==> src/rtl/fbc_pkg.sv <==
// Constants, timing counts and state codes for the full-bridge commutator.
// Assumes a single 125 MHz system clock.
package fbc_pkg;

	// ************************************************************
	// Clock and dead interval timing
	// ************************************************************
	localparam int CLK_PERIOD_NS = 8;
	localparam int DEAD_MIN_NS   = 400;
	localparam int DEAD_MAX_NS   = 4000;
	localparam int DEAD_W        = 9;
	// Least time rounds up, longest time rounds down
	localparam logic [DEAD_W-1:0] DEAD_MIN_CYC =
		DEAD_W'((DEAD_MIN_NS + CLK_PERIOD_NS - 1) / CLK_PERIOD_NS);
	localparam logic [DEAD_W-1:0] DEAD_MAX_CYC = DEAD_W'(DEAD_MAX_NS / CLK_PERIOD_NS);
	localparam logic [DEAD_W-1:0] DEAD_ZERO    = 9'h000;
	localparam logic [DEAD_W-1:0] DEAD_ONE     = 9'h001;

	// ************************************************************
	// Internal oscillator
	// ************************************************************
	localparam int OSC_W = 16;
	localparam logic [OSC_W-1:0] OSC_ZERO = 16'h0000;
	localparam logic [OSC_W-1:0] OSC_ONE  = 16'h0001;

	// ************************************************************
	// Bridge sequencing
	// ************************************************************
	typedef enum logic [1:0] {
		ST_START   = 2'b00,
		ST_CONDUCT = 2'b01,
		ST_DEAD    = 2'b10
	} fbc_state_e;

	localparam logic PHASE_A = 1'b0;
	localparam logic PHASE_B = 1'b1;

endpackage : fbc_pkg

==> src/rtl/fbc_osc.sv <==
// Internal timing oscillator: emits one-cycle ticks every period cycles.
// Assumes period is held stable; a period of zero models a grounded timing pin.
`timescale 1ns/1ps

module fbc_osc
	import fbc_pkg::*;
(
	// Clock and reset
	input  wire logic                  clk,
	input  wire logic                  rst_n,
	// Control
	input  wire logic [fbc_pkg::OSC_W-1:0] period,
	input  wire logic                  run,
	// Output
	output logic                       tick
);

	logic [OSC_W-1:0] cnt_q;
	logic [OSC_W-1:0] cnt_d;
	logic             tick_q;
	wire              enabled_w = run && (period != OSC_ZERO);
	wire              wrap_w    = cnt_q >= (period - OSC_ONE);

	// Frozen rather than cleared while stopped, so release resumes the phase
	assign cnt_d = !enabled_w ? cnt_q : (wrap_w ? OSC_ZERO : cnt_q + OSC_ONE);

	always_ff @(posedge clk or negedge rst_n)
	begin
		if (!rst_n)
		begin
			cnt_q  <= OSC_ZERO;
			tick_q <= 1'b0;
		end
		else
		begin
			cnt_q  <= cnt_d;
			tick_q <= enabled_w && wrap_w;
		end
	end

	assign tick = tick_q;
endmodule : fbc_osc

==> src/rtl/fbc_full_bridge_commutator.sv <==
// Full-bridge gate sequencer: start-up, diagonal commutation, dead interval,
// hold, shutdown and undervoltage return. Inputs are synchronous to clk.
//
// Function
// RL1: After reset sit in start-up: both high gates off, both low gates on.
// RL2: With supply good alternate state A (left-high, right-low) and B (right-high, left-low).
// RL3: Internal oscillator when external clock low; external clock when timing input zero.
// RL4: Each oscillator tick toggles the bridge, giving half frequency at exact 50% duty.
// RL5: Commutation turns all gates off, waits the dead interval, then turns on the opposite pair.
// RL6: Supply dropping while commutating returns the bridge to start-up.
// RL7: Hold stops the internal oscillator and freezes the current conducting state.
// RL8: Hold arriving in a dead interval completes entry into the next conducting state.
// RL9: Releasing hold resumes oscillation and commutation at once, no restart.
// RL10: The controller drives both hold input and hold reference to hold the bridge.
// RL11: Shutdown high with supply good forces all four gates off while asserted.
// RL12: Supply drop overrides shutdown and puts the low gates on.
// RL13: Supply thresholds arrive as one supply-good level: rise starts, fall stops.
`timescale 1ns/1ps

module fbc_full_bridge_commutator
	import fbc_pkg::*;
(
	// Clock and reset
	input  wire logic                   clk,
	input  wire logic                   rst_n,
	// Supply and oscillator selection
	input  wire logic                   high_voltage_supply,
	input  wire logic                   external_clock_input,
	input  wire logic [fbc_pkg::OSC_W-1:0]  timing_network_input,
	input  wire logic [fbc_pkg::DEAD_W-1:0] dead_interval_control,
	// Control circuit
	input  wire logic                   bridge_hold_input,
	input  wire logic                   hold_reference_input,
	input  wire logic                   shutdown_input,
	// Gate drive
	output logic                        left_high_gate,
	output logic                        right_high_gate,
	output logic                        left_low_gate,
	output logic                        right_low_gate
);

	// ************************************************************
	// Input decode
	// ************************************************************
	fbc_state_e        state_q;
	fbc_state_e        state_d;
	logic              phase_q;
	logic              phase_d;
	logic [DEAD_W-1:0] dead_cnt_q;
	logic [DEAD_W-1:0] dead_cnt_d;
	logic              ext_prev_q;
	logic              int_tick_w;
	logic              lh_q;
	logic              rh_q;
	logic              ll_q;
	logic              rl_q;

	// Supply-good level from the threshold comparator with hysteresis
	wire supply_good_w = high_voltage_supply; // RL13
	// Hold needs both the control current and its reference
	wire hold_w        = bridge_hold_input && hold_reference_input; // RL10
	wire ext_tick_w    = external_clock_input && !ext_prev_q; // RL3
	wire tick_w        = int_tick_w || ext_tick_w; // RL3
	// Shutdown only counts while the supply is good
	wire gate_off_w    = shutdown_input && supply_good_w; // RL12

	// Out-of-range settings are clamped to the supported dead window
	wire [DEAD_W-1:0] dead_len_w =
		(dead_interval_control < DEAD_MIN_CYC) ? DEAD_MIN_CYC :
		(dead_interval_control > DEAD_MAX_CYC) ? DEAD_MAX_CYC : dead_interval_control;
	wire dead_done_w = dead_cnt_q >= (dead_len_w - DEAD_ONE); // RL5

	// ************************************************************
	// Internal oscillator
	// ************************************************************
	fbc_osc u_osc (
		.clk    (clk),
		.rst_n  (rst_n),
		.period (timing_network_input),
		.run    (!hold_w), // RL7
		.tick   (int_tick_w)
	);

	// ************************************************************
	// Sequencer
	// ************************************************************
	// A tick landing inside a dead interval is dropped; ticks are assumed slower
	// than the dead interval that is set, which the bench keeps (400 or 600 cycles).
	always_comb
	begin
		state_d = state_q;
		phase_d = phase_q;
		if (!supply_good_w)
		begin
			state_d = ST_START; // RL6
			phase_d = PHASE_A;
		end
		else
		begin
			unique case (state_q)
				ST_START:
				begin
					state_d = ST_DEAD; // RL2
					phase_d = PHASE_A;
				end
				ST_CONDUCT:
				begin
					if (tick_w && !hold_w) // RL9
					begin
						state_d = ST_DEAD; // RL5
						phase_d = !phase_q; // RL4
					end
				end
				ST_DEAD:
				begin
					// Hold is ignored here so the transition completes
					if (dead_done_w) // RL8
						state_d = ST_CONDUCT;
				end
				default:
				begin
					state_d = ST_START;
					phase_d = PHASE_A;
				end
			endcase
		end
	end

	assign dead_cnt_d = (state_q == ST_DEAD && state_d == ST_DEAD) ?
		dead_cnt_q + DEAD_ONE : DEAD_ZERO;

	// ************************************************************
	// Gate decode
	// ************************************************************
	wire cond_a_w = state_d == ST_CONDUCT && phase_d == PHASE_A; // RL2
	wire cond_b_w = state_d == ST_CONDUCT && phase_d == PHASE_B; // RL2
	wire start_w  = state_d == ST_START; // RL1
	wire lh_d     = cond_a_w && !gate_off_w; // RL11
	wire rl_d     = (cond_a_w || start_w) && !gate_off_w; // RL11
	wire rh_d     = cond_b_w && !gate_off_w; // RL11
	wire ll_d     = (cond_b_w || start_w) && !gate_off_w; // RL11

	always_ff @(posedge clk or negedge rst_n)
	begin
		if (!rst_n)
		begin
			state_q    <= ST_START; // RL1
			phase_q    <= PHASE_A;
			dead_cnt_q <= DEAD_ZERO;
			ext_prev_q <= 1'b0;
			lh_q       <= 1'b0;
			rh_q       <= 1'b0;
			ll_q       <= 1'b1;
			rl_q       <= 1'b1;
		end
		else
		begin
			state_q    <= state_d;
			phase_q    <= phase_d;
			dead_cnt_q <= dead_cnt_d;
			ext_prev_q <= external_clock_input;
			lh_q       <= lh_d;
			rh_q       <= rh_d;
			ll_q       <= ll_d;
			rl_q       <= rl_d;
		end
	end

	assign left_high_gate  = lh_q;
	assign right_high_gate = rh_q;
	assign left_low_gate   = ll_q;
	assign right_low_gate  = rl_q;
endmodule : fbc_full_bridge_commutator

==> config.mk <==
export PLATFORM = sky130hd
export DESIGN_NAME = fbc_full_bridge_commutator
export DESIGN_NICKNAME = d
export VERILOG_FILES = /design/src/rtl/fbc_pkg.sv /design/src/rtl/fbc_osc.sv /design/src/rtl/fbc_full_bridge_commutator.sv
export SDC_FILE = /design/constraint.sdc
export NUM_CORES = 1
export LEC_CHECK = 0
export BUFFER_PORTS_ARGS = -buffer_cell sky130_fd_sc_hd__buf_4
export CORE_MARGIN = 1
export CORE_UTILIZATION = 40
export DETAILED_ROUTE_END_ITERATION = 8
export PLACE_DENSITY = 0.62
export SLEW_MARGIN = 20
export SYNTH_ARGS = -nofsm -noshare
export SYNTH_HDL_FRONTEND = slang
export SYNTH_HIERARCHICAL = 1
export SYNTH_SLANG_ARGS = --single-unit
==> constraint.sdc <==
create_clock -name clk -period 3.3 [get_ports clk]
set_input_delay 0.33 -clock clk [delete_from_list [all_inputs] [get_ports clk]]
set_output_delay 0.33 -clock clk [all_outputs]
set_load 0.03 [all_outputs]
==> results of run 1 <==
-- report_power, final --
part / total, mW / switching [mW] / internal, mW / leakage, nW
combinational: 0.300 / 0.155 / 0.145 / 0.949
sequential: 0.519 / 0.0568 / 0.462 / 0.453
clock: 0.315 / 0.147 / 0.168 / 0.0482
total: 1.13 / 0.359 / 0.775 / 1.45
-- synth_stat cells, types with 6 or more instances --
cell,number,area share
nor2_1,39,0.055
xor2_1,22,0.072
xnor2_1,16,0.052
nor4_1,6,0.014
nand2_1,23,0.032
nand3_1,15,0.028
and3_1,6,0.014
o21ai_0,6,0.011
inv_1,12,0.017
dfrtp_1,32,0.30
nand4_1,8,0.019
ha_1,33,0.15
a21oi_1,16,0.030
-- cell families (layout without fill, tap and decap cells) --
| group | Yosys count | in the layout |
|---|---|---|
| AOI/OAI and AO/OA | 46 | 46 |
| muxes | 1 | 1 |
| xor gates and xnor gates | 38 | 38 |
| DFF | 34 | 34 |
| adders and majority gates | 33 | 33 |
| buffers and inverters | 15 | 60 |
| and+or+nand+nor | 130 | 130 |
-- sequential cells by signal (all words and copies together), names as in the netlist --
name and count:
phase_q 1, left_low_gate 1, ext_prev_q 1, right_high_gate 1
u_osc/tick 1, u_osc/cnt_q 16, left_high_gate 1, state_q 2
right_low_gate 1, dead_cnt_q 9
-- critical path, cell delays in order --
cell and delay [ps]:
buf_4 120, nor3_2 290, o21a_4 210, nand3b_1 130, ha_1 240, nand3_1 120, nor2_1 130, xnor2_1 140
ha_1 270, and4_1 210, a31o_1 250, a211oi_4 350, nand3_2 260, nor2_1 160
-- stage by stage --
step | worst slack [ps] | area (um2) | power, mW | utilization | instances
finish | 298 | 3150 | 1.13 | 0.493 | 419
detailed placement | 2.05 | 3040 | 0.830 | 0.476 | 410
global route | 82.3 | 3150 | 1.22 | 0.493 | 419
floorplan | 448 | 2670 | 0.716 | - | 297
CTS | 289 | 3140 | 1.15 | 0.492 | 419
global placement | 29.2 | 3040 | 0.823 | 0.476 | 410
-- routing by layer --
layer / up-vias / global-route usage / part of all wire
li1: 1153 / - / -
met1: 1034 / 0.213 / 0.50
met2: 36 / 0.265 / 0.45
met3: 5 / 0.0257 / 0.032
met4: 0 / 0.0416 / 0.011
met5: - / 0 / 0
-- area by class of cell --
class,instances,area (um2)
Clock buffer,7,86.3
Sequential cell,34,853
Inverter,12,45.0
Clock inverter,1,5.00
Fill cell,636,3240
Tap cell,77,96.3
Timing Repair Buffer,40,303
Multi-Input combinational cell,248,1760
-- timing repair --
item	in CTS	in global routing
setup endpoints to repair	0	2
gates resized for setup	0	1
endpoints found under the hold margin	13	0
hold buffers	1	0
buffers inserted	0	0
-- worst min path at each step --
stage,start,to,slack [ps],cells after the start
floorplan,rst_n,dead_cnt_q[0]$_DFF_PN0_,30,0
CTS,external_clock_input,ext_prev_q$_DFF_PN0_,160,1
finish,external_clock_input,ext_prev_q$_DFF_PN0_,160,1
global route,external_clock_input,ext_prev_q$_DFF_PN0_,150,1
global placement,rst_n,right_high_gate$_DFF_PN0_,300,1
detailed placement,rst_n,right_high_gate$_DFF_PN0_,300,1
==> impl_metrics.csv, run 1 <==
group,metric,value,unit
placement,place.port_buffers,35,
worst_setup_path,start_kind,"input pin",
worst_setup_path,rr_endpoint,"u_osc/cnt_q[2]$_DFFE_PN0P_",
yosys,synth_edf_count,0,
worst_setup_path,setup.worst_path.end_class,"register",
worst_setup_path,reg2reg_depth,8,
timing,period_minus_slack,3000,ps
worst_setup_path,critical_path.endpoint,"dead_cnt_q[5]$_DFF_PN0_",
clock_tree,cts-buffers-inserted,5,
worst_setup_path,r2r-start,"u_osc/cnt_q[0]$_DFFE_PN0P_",
yosys,syn_area,2670,um2
clock_tree,clk_pin_slew,70,ps
global_routing,antenna_found_initial,0,
global_routing,globalRouteOverflowTotal,0,
yosys,synthCells,297,
timing,post-route-period-util,0.910,
yosys,synth_cell_types,49,
global_routing,grt_pass1_wl,9270,um
yosys,ys_ff_latch,34,
yosys,synth-adder-area-share,0.155,
cells_and_area,drive_gt1_frac,0.170,
detailed_routing,vias,2228,
timing,whs,162,ps
cells_and_area,final_cell_mix,"nor2_1 (39), buf_4 (39), ha_1 (33), dfrtp_1 (32), nand2_1 (23)",
yosys,synth_top_family_by_area,"simple AND/OR/NAND/NOR gates",
job,maxCapViolCount,0,
detailed_routing,drc,0,
cells_and_area,areaGrowthSynthToFinish,17.9,%
worst_setup_path,required,3510,ps
yosys,synth_xor_xnor_area_share,0.125,
timing,hold_viol_final,0,
yosys,syn_nets,362,
floorplan,ios,36,
detailed_routing,drtIter0Drc,64,
worst_setup_path,regToRegSetupSlack,790,ps
worst_setup_path,crit_type,"input pin to register",
yosys,ys_warn_count,6,
clock_tree,root_buffer,"clkbuf_8",
timing,slew_headroom,0.706,
placement,place_congestion,0.749,
timing,fmax,0.333,GHz
floorplan,start_util,0.418,
cells_and_area,nNetsFinal,406,
status,status,"finished, final reports clean",
yosys,synthMuxAreaShare,0.00422,
floorplan,die_width,83.7,um
global_routing,grt_pass1_vias,2103,
worst_setup_path,crit_arrival,3210,ps
detailed_routing,first_pass_iters,4,
yosys,synthSimpleGateAreaFrac,0.251,
detailed_routing,viasPerCell,5.32,
placement,post-dp-hpwl,4240,um
pwr,powerDensity,360,nW/um2
global_routing,grt_usage,0.158,
worst_setup_path,crit_fanout,9,
detailed_routing,drtAntennaViolNets,0,
clock_tree,insertion_delay,280,ps
floorplan,die_y,83.7,um
clock_tree,clock-sinks,34,
clock_tree,cts_tree,"built",
yosys,synthFlopType,"dfrtp_1",
global_routing,grt_max_degree,35,
yosys,async_flop_share,1.00,
clock_tree,htreeDepth,2,
clock_tree,clk_path_buf_depth,2,
yosys,synth_compound_area_frac,0.122,
cells_and_area,antenna_cells,0,
timing,worstMarginPinSlew,438,ps
timing,setup_viol,0,
pwr,vdd_drop_max,0.277,mV
timing,tns,0,ps
floorplan,dieArea,7010,um2
hold_path,hold_path.class,"input pin to register",
floorplan,num_rows,29,
yosys,syn_avg_cell_area,8.99,um2
floorplan,core_area,6390,um2
detailed_routing,drt-total-wl,5250,um
worst_setup_path,critPathLaunch,"dead_interval_control[8]",
timing,fin_skew,2.27,ps
timing,drv_slew,0,
pwr,leakagePower,1.45,nW
detailed_routing,wl_per_cell,12.5,um
yosys,seq_area_frac_synth,0.320,
timing,rsz0062_at_grt,"no",
(Power assumes the default switching activity.)
==> inputs of run 2 (changes only) <==
Settings changed: MAX_ROUTING_LAYER from default to met4.
==> impl_metrics.csv, run 2 (same netlist as run 1, synthesis figures left out) <==
group,metric,value,unit
pwr,p_seq_frac,0.458,
timing,period_minus_slack,2980,ps
floorplan,die_y,83.7,um
clock_tree,htreeDepth,2,
clock_tree,insertion_delay,280,ps
timing,setup_viol,0,
timing,rsz0062_at_grt,"no",
hold_path,hold_path.class,"input pin to register",
worst_setup_path,r2r-start,"u_osc/cnt_q[0]$_DFFE_PN0P_",
worst_setup_path,crit_path_max_incr_delay,350,ps
cells_and_area,stdcell_area,3150,um2
worst_setup_path,reg2reg_depth,8,
placement,post-dp-hpwl,4240,um
global_routing,antenna_found_initial,0,
worst_setup_path,cpMaxStageDelayCell,"a211oi_4",
clock_tree,clk_pin_slew,70,ps
pwr,sw_frac_of_total,0.316,
worst_setup_path,crit_arrival,3190,ps
timing,drv_slew,0,
detailed_routing,drtIter0Drc,69,
cells_and_area,top_regs,"u_osc/cnt_q x16, dead_cnt_q x9, state_q x2",
floorplan,die_width,83.7,um
placement,placed_cell_area,3040,um2
worst_setup_path,critical_path.endpoint,"dead_cnt_q[5]$_DFF_PN0_",
worst_setup_path,crit_fanout,9,
floorplan,num_rows,29,
worst_setup_path,worst-path-buf-inv,1,
floorplan,start_util,0.418,
cells_and_area,areaGrowthSynthToFinish,17.9,%
worst_setup_path,crit_family,"simple AND/OR/NAND/NOR gates",
floorplan,core_area,6390,um2
pwr,vdd_drop_max,0.277,mV
clock_tree,clk_path_buf_depth,2,
pwr,switching_power,0.358,mW
timing,post-route-period-util,0.904,
worst_setup_path,rr_endpoint,"u_osc/cnt_q[2]$_DFFE_PN0P_",
clock_tree,cts-buffers-inserted,5,
timing,slew_headroom,0.706,
pwr,p_int,0.775,mW
clock_tree,clock-sinks,34,
worst_setup_path,setup.worst_path.end_class,"register",
floorplan,ios,36,
cells_and_area,nNetsFinal,406,
pwr,comb_power_share,0.265,
worst_setup_path,start_kind,"input pin",
detailed_routing,first_pass_iters,4,
timing,hold_viol_final,0,
detailed_routing,wl_per_cell,12.5,um
global_routing,globalRouteOverflowTotal,0,
detailed_routing,vias,2231,
detailed_routing,drc,0,
floorplan,dieArea,7010,um2
worst_setup_path,required,3510,ps
timing,whs,162,ps
detailed_routing,drt-total-wl,5250,um
cells_and_area,antenna_cells,0,
worst_setup_path,regToRegSetupSlack,790,ps
clock_tree,cts_tree,"built",
worst_setup_path,critPathLaunch,"dead_interval_control[8]",
pwr,leakagePower,1.45,nW
timing,tns,0,ps
timing,worstMarginPinSlew,438,ps
worst_setup_path,crit_chain,"buf_4 > nor3_2 > o21a_4 > nand3b_1 > ha_1 > nand3_1 > nor2_1 > xnor2_1 > ha_1 > and4_1 > a31o_1 > a211oi_4 > nand3_2 > nor2_1",
global_routing,grt_max_degree,35,
timing,fmax,0.335,GHz
detailed_routing,drtAntennaViolNets,0,
cells_and_area,largest_register_ffs,16,
worst_setup_path,cp.depth,14,
global_routing,grt_pass1_vias,2095,
job,maxCapViolCount,0,
global_routing,grt_usage,0.163,
cells_and_area,top_register,"u_osc/cnt_q",
pwr,p_clk_frac,0.278,
placement,place.port_buffers,35,
pwr,powerDensity,360,nW/um2
cells_and_area,final_cell_mix,"nor2_1 (39), buf_4 (39), ha_1 (33), dfrtp_1 (32), nand2_1 (23)",
detailed_routing,viasPerCell,5.32,
global_routing,grt_pass1_wl,9270,um
cells_and_area,drive_gt1_frac,0.170,
clock_tree,root_buffer,"clkbuf_8",
worst_setup_path,crit_type,"input pin to register",
timing,fin_skew,1.91,ps
clock_tree,cts_setup_buffers,0,
placement,place_congestion,0.759,
status,status,"finished, final reports clean",
-- run 2: what timing repair did --
item | CTS | global route
setup endpoints to repair | 0 | 2
gates resized for setup | 0 | 1
hold endpoints to repair | 13 | 0
hold buffers | 1 | 0
-- run 2: worst min-delay path by stage --
stage / startpoint / to / slack, ps / depth (start not counted)
after global routing: external_clock_input / ext_prev_q$_DFF_PN0_ / 150 / 1
after global placement: rst_n / right_high_gate$_DFF_PN0_ / 300 / 1
after CTS: external_clock_input / ext_prev_q$_DFF_PN0_ / 160 / 1
final: external_clock_input / ext_prev_q$_DFF_PN0_ / 160 / 1
after floorplan: rst_n / dead_cnt_q[0]$_DFF_PN0_ / 30 / 0
after detailed placement: rst_n / right_high_gate$_DFF_PN0_ / 300 / 1
-- run 2: layer usage --
layer,part of all wire,wire length (um),global-route usage
met3,0.031,163,0.0257
met4,0.011,57,0.0416
met1,0.50,2640,0.213
met5,0,0,-
met2,0.45,2380,0.265
-- run 2: power by group through the flow --
stage / Combinational (mW) / Clock [mW] / Sequential (mW)
6_report: 0.300 / 0.315 / 0.519
2_1_floorplan: 0.201 / 0 / 0.515
3_5_place_dp: 0.306 / 0 / 0.524
5_1_grt: 0.351 / 0.339 / 0.528
3_3_place_gp: 0.297 / 0 / 0.526
4_1_cts: 0.306 / 0.325 / 0.520
-- run 2: through the flow --
step                worst slack (ps)  utilization  cells  power [mW]
floorplan                        448            -    297       0.716
global route                    82.3        0.493    419        1.22
finish                           316        0.493    419        1.13
detailed placement              2.05        0.476    410       0.830
CTS                              289        0.492    419        1.15
global placement                29.2        0.476    410       0.823
-- run 2: cell type report --
| type | instances | area [um2] |
|---|---|---|
| tap | 77 | 96.3 |
| clock buffer | 7 | 86.3 |
| sequential | 34 | 853 |
| clock inverter | 1 | 5.00 |
| inverter | 12 | 45.0 |
| fill | 636 | 3240 |
| timing repair buffer | 40 | 303 |
| multi-input combinational | 248 | 1760 |
==> inputs of run 3 (changes only) <==
Settings changed: CORE_MARGIN 1 to default, GPL_TIMING_DRIVEN from default to 0.
==> impl_metrics.csv, run 3 (same netlist as run 1, synthesis figures left out) <==
group,metric,value,unit
cells_and_area,ff_latch_area,853,um2
job,maxCapViolCount,0,
clock_tree,clock-sinks,34,
worst_setup_path,crit_arrival,3210,ps
placement,pre_cts_ws,-218,ps
global_routing,grt_pass1_vias,2096,
cells_and_area,top_register,"u_osc/cnt_q",
timing,slew_headroom,0.692,
timing,fin_skew,9.61,ps
global_routing,grtUsageMet1,0.216,
pwr,switching_power,0.373,mW
timing,tns,0,ps
timing,whs,151,ps
floorplan,die_y,83.7,um
placement,placedCellCount,409,
cells_and_area,fin_cells,419,
pwr,p_seq_frac,0.432,
worst_setup_path,setup.worst_path.end_class,"register",
pwr,sw_frac_of_total,0.309,
status,status,"finished, final reports clean",
detailed_routing,vias,2211,
global_routing,grtUsageMet3,0.0277,
clock_tree,cts-buffers-inserted,5,
timing,worstMarginPinSlew,456,ps
cells_and_area,drive_gt1_frac,0.167,
detailed_routing,drtIter0Drc,58,
timing,hold_viol_final,0,
worst_setup_path,crit_fanout,10,
floorplan,dieArea,7010,um2
detailed_routing,drtAntennaViolNets,0,
cells_and_area,multiInputGateArea,1760,um2
floorplan,core_area,6390,um2
pwr,powerDensity,381,nW/um2
cells_and_area,top_regs,"u_osc/cnt_q x16, dead_cnt_q x9, state_q x2",
pwr,comb_power_share,0.252,
floorplan,ios,36,
clock_tree,cts_tree,"built",
timing,setup_viol,0,
timing,setup_slack,267,ps
global_routing,grt_pass1_wl,9510,um
pwr,p_int,0.833,mW
placement,place_congestion,0.803,
placement,placed_cell_area,3030,um2
placement,place.port_buffers,35,
clock_tree,htreeDepth,2,
cells_and_area,areaGrowthSynthToFinish,18.4,%
cells_and_area,antenna_cells,0,
global_routing,antenna_found_initial,0,
cells_and_area,nNetsFinal,406,
clock_tree,clk_pin_slew,70,ps
clock_tree,insertion_delay,290,ps
cells_and_area,final_common_cell,"nor2_1",
global_routing,grt_max_degree,35,
pwr,vdd_drop_max,0.309,mV
detailed_routing,first_pass_iters,4,
cells_and_area,largest_register_ffs,16,
timing,period_minus_slack,3030,ps
global_routing,grt_usage,0.170,
floorplan,start_util,0.418,
timing,drv_slew,0,
timing,post-route-period-util,0.919,
placement,post-dp-hpwl,4170,um
detailed_routing,viasPerCell,5.28,
detailed_routing,drc,0,
global_routing,met2_usage,0.282,
clock_tree,root_buffer,"clkbuf_8",
worst_setup_path,start_kind,"input pin",
cells_and_area,final_cell_mix,"nor2_1 (39), buf_4 (36), ha_1 (33), dfrtp_1 (32), nand2_1 (23)",
cells_and_area,post-route-util,0.495,
worst_setup_path,required,3480,ps
detailed_routing,drt-total-wl,5290,um
hold_path,hold_path.class,"input pin to register",
pwr,total_power,1.21,mW
timing,fmax,0.330,GHz
cells_and_area,nFillCells,629,
pwr,p_clk_frac,0.317,
global_routing,globalRouteOverflowTotal,0,
floorplan,die_width,83.7,um
pwr,leakagePower,1.45,nW
timing,rsz0062_at_grt,"no",
clock_tree,clk_path_buf_depth,2,
global_routing,top_usage_layer,"met2",
cells_and_area,stdcell_area,3160,um2
detailed_routing,wl_per_cell,12.6,um
floorplan,num_rows,29,
worst_setup_path,crit_type,"input pin to register",
run 3: final timing paths:
check / cells past startpoint / start / slack [ps] / end
setup / recovery: 16 / timing_network_input[0] / 270 / u_osc/cnt_q[12]$_DFFE_PN0P_
hold / removal: 1 / external_clock_input / 150 / ext_prev_q$_DFF_PN0_
setup reg to reg: 10 / u_osc/cnt_q[0]$_DFFE_PN0P_ / 820 / u_osc/cnt_q[12]$_DFFE_PN0P_
hold reg to reg: 2 / u_osc/cnt_q[1]$_DFFE_PN0P_ / 540 / u_osc/cnt_q[1]$_DFFE_PN0P_
max in group asynchronous: 2 / rst_n / 2440 / left_low_gate$_DFF_PN1_
min in group asynchronous: 2 / rst_n / 520 / phase_q$_DFF_PN0_
run 3: worst max-delay path, cell delays in order:
cell,delay [ps]
buf_4,110
inv_1,80
ha_1,210
nor4b_1,410
nand2_1,230
nor3_1,260
xnor2_1,110
ha_1,320
and4_1,210
nand3_1,100
o21ai_1,170
a311oi_2,60
buf_4,170
nor2_2,210
buf_6,180
nor2_1,50
run 3: layout make-up:
cell class | instances | share of cell area
clock buffers | 6 | 0.0230
well taps | 77 | 0.0305
multi-input cells | 248 | 0.556
inverters | 12 | 0.0142
clock inverters | 2 | 0.0119
flip-flops and latches | 34 | 0.270
plain buffers | 3 | 0.00594
repair buffers | 37 | 0.0886
run 3: repair_timing:
action | CTS | global route
setup buffers | 0 | 1
setup endpoints to repair | 0 | 17
endpoints found under the hold margin | 32 | 0
resized for setup | 0 | 1
hold buffers | 1 | 0
run 3: metal layers:
| metal | vias up | share of wire | wire [um] |
|---|---|---|---|
| met2 | 42 | 0.47 | 2460 |
| met5 | - | 0 | 0 |
| met1 | 1013 | 0.49 | 2590 |
| met3 | 6 | 0.033 | 176 |
| li1 | 1150 | - | - |
| met4 | 0 | 0.011 | 60 |
run 3: power by group through the flow:
stage	sequential [mW]	clock (mW)	combinational, mW
after CTS	0.520	0.396	0.309
final	0.520	0.382	0.303
after global routing	0.529	0.406	0.355
after detailed placement	0.527	0	0.307
after global placement	0.526	0	0.291
after floorplan	0.515	0	0.201
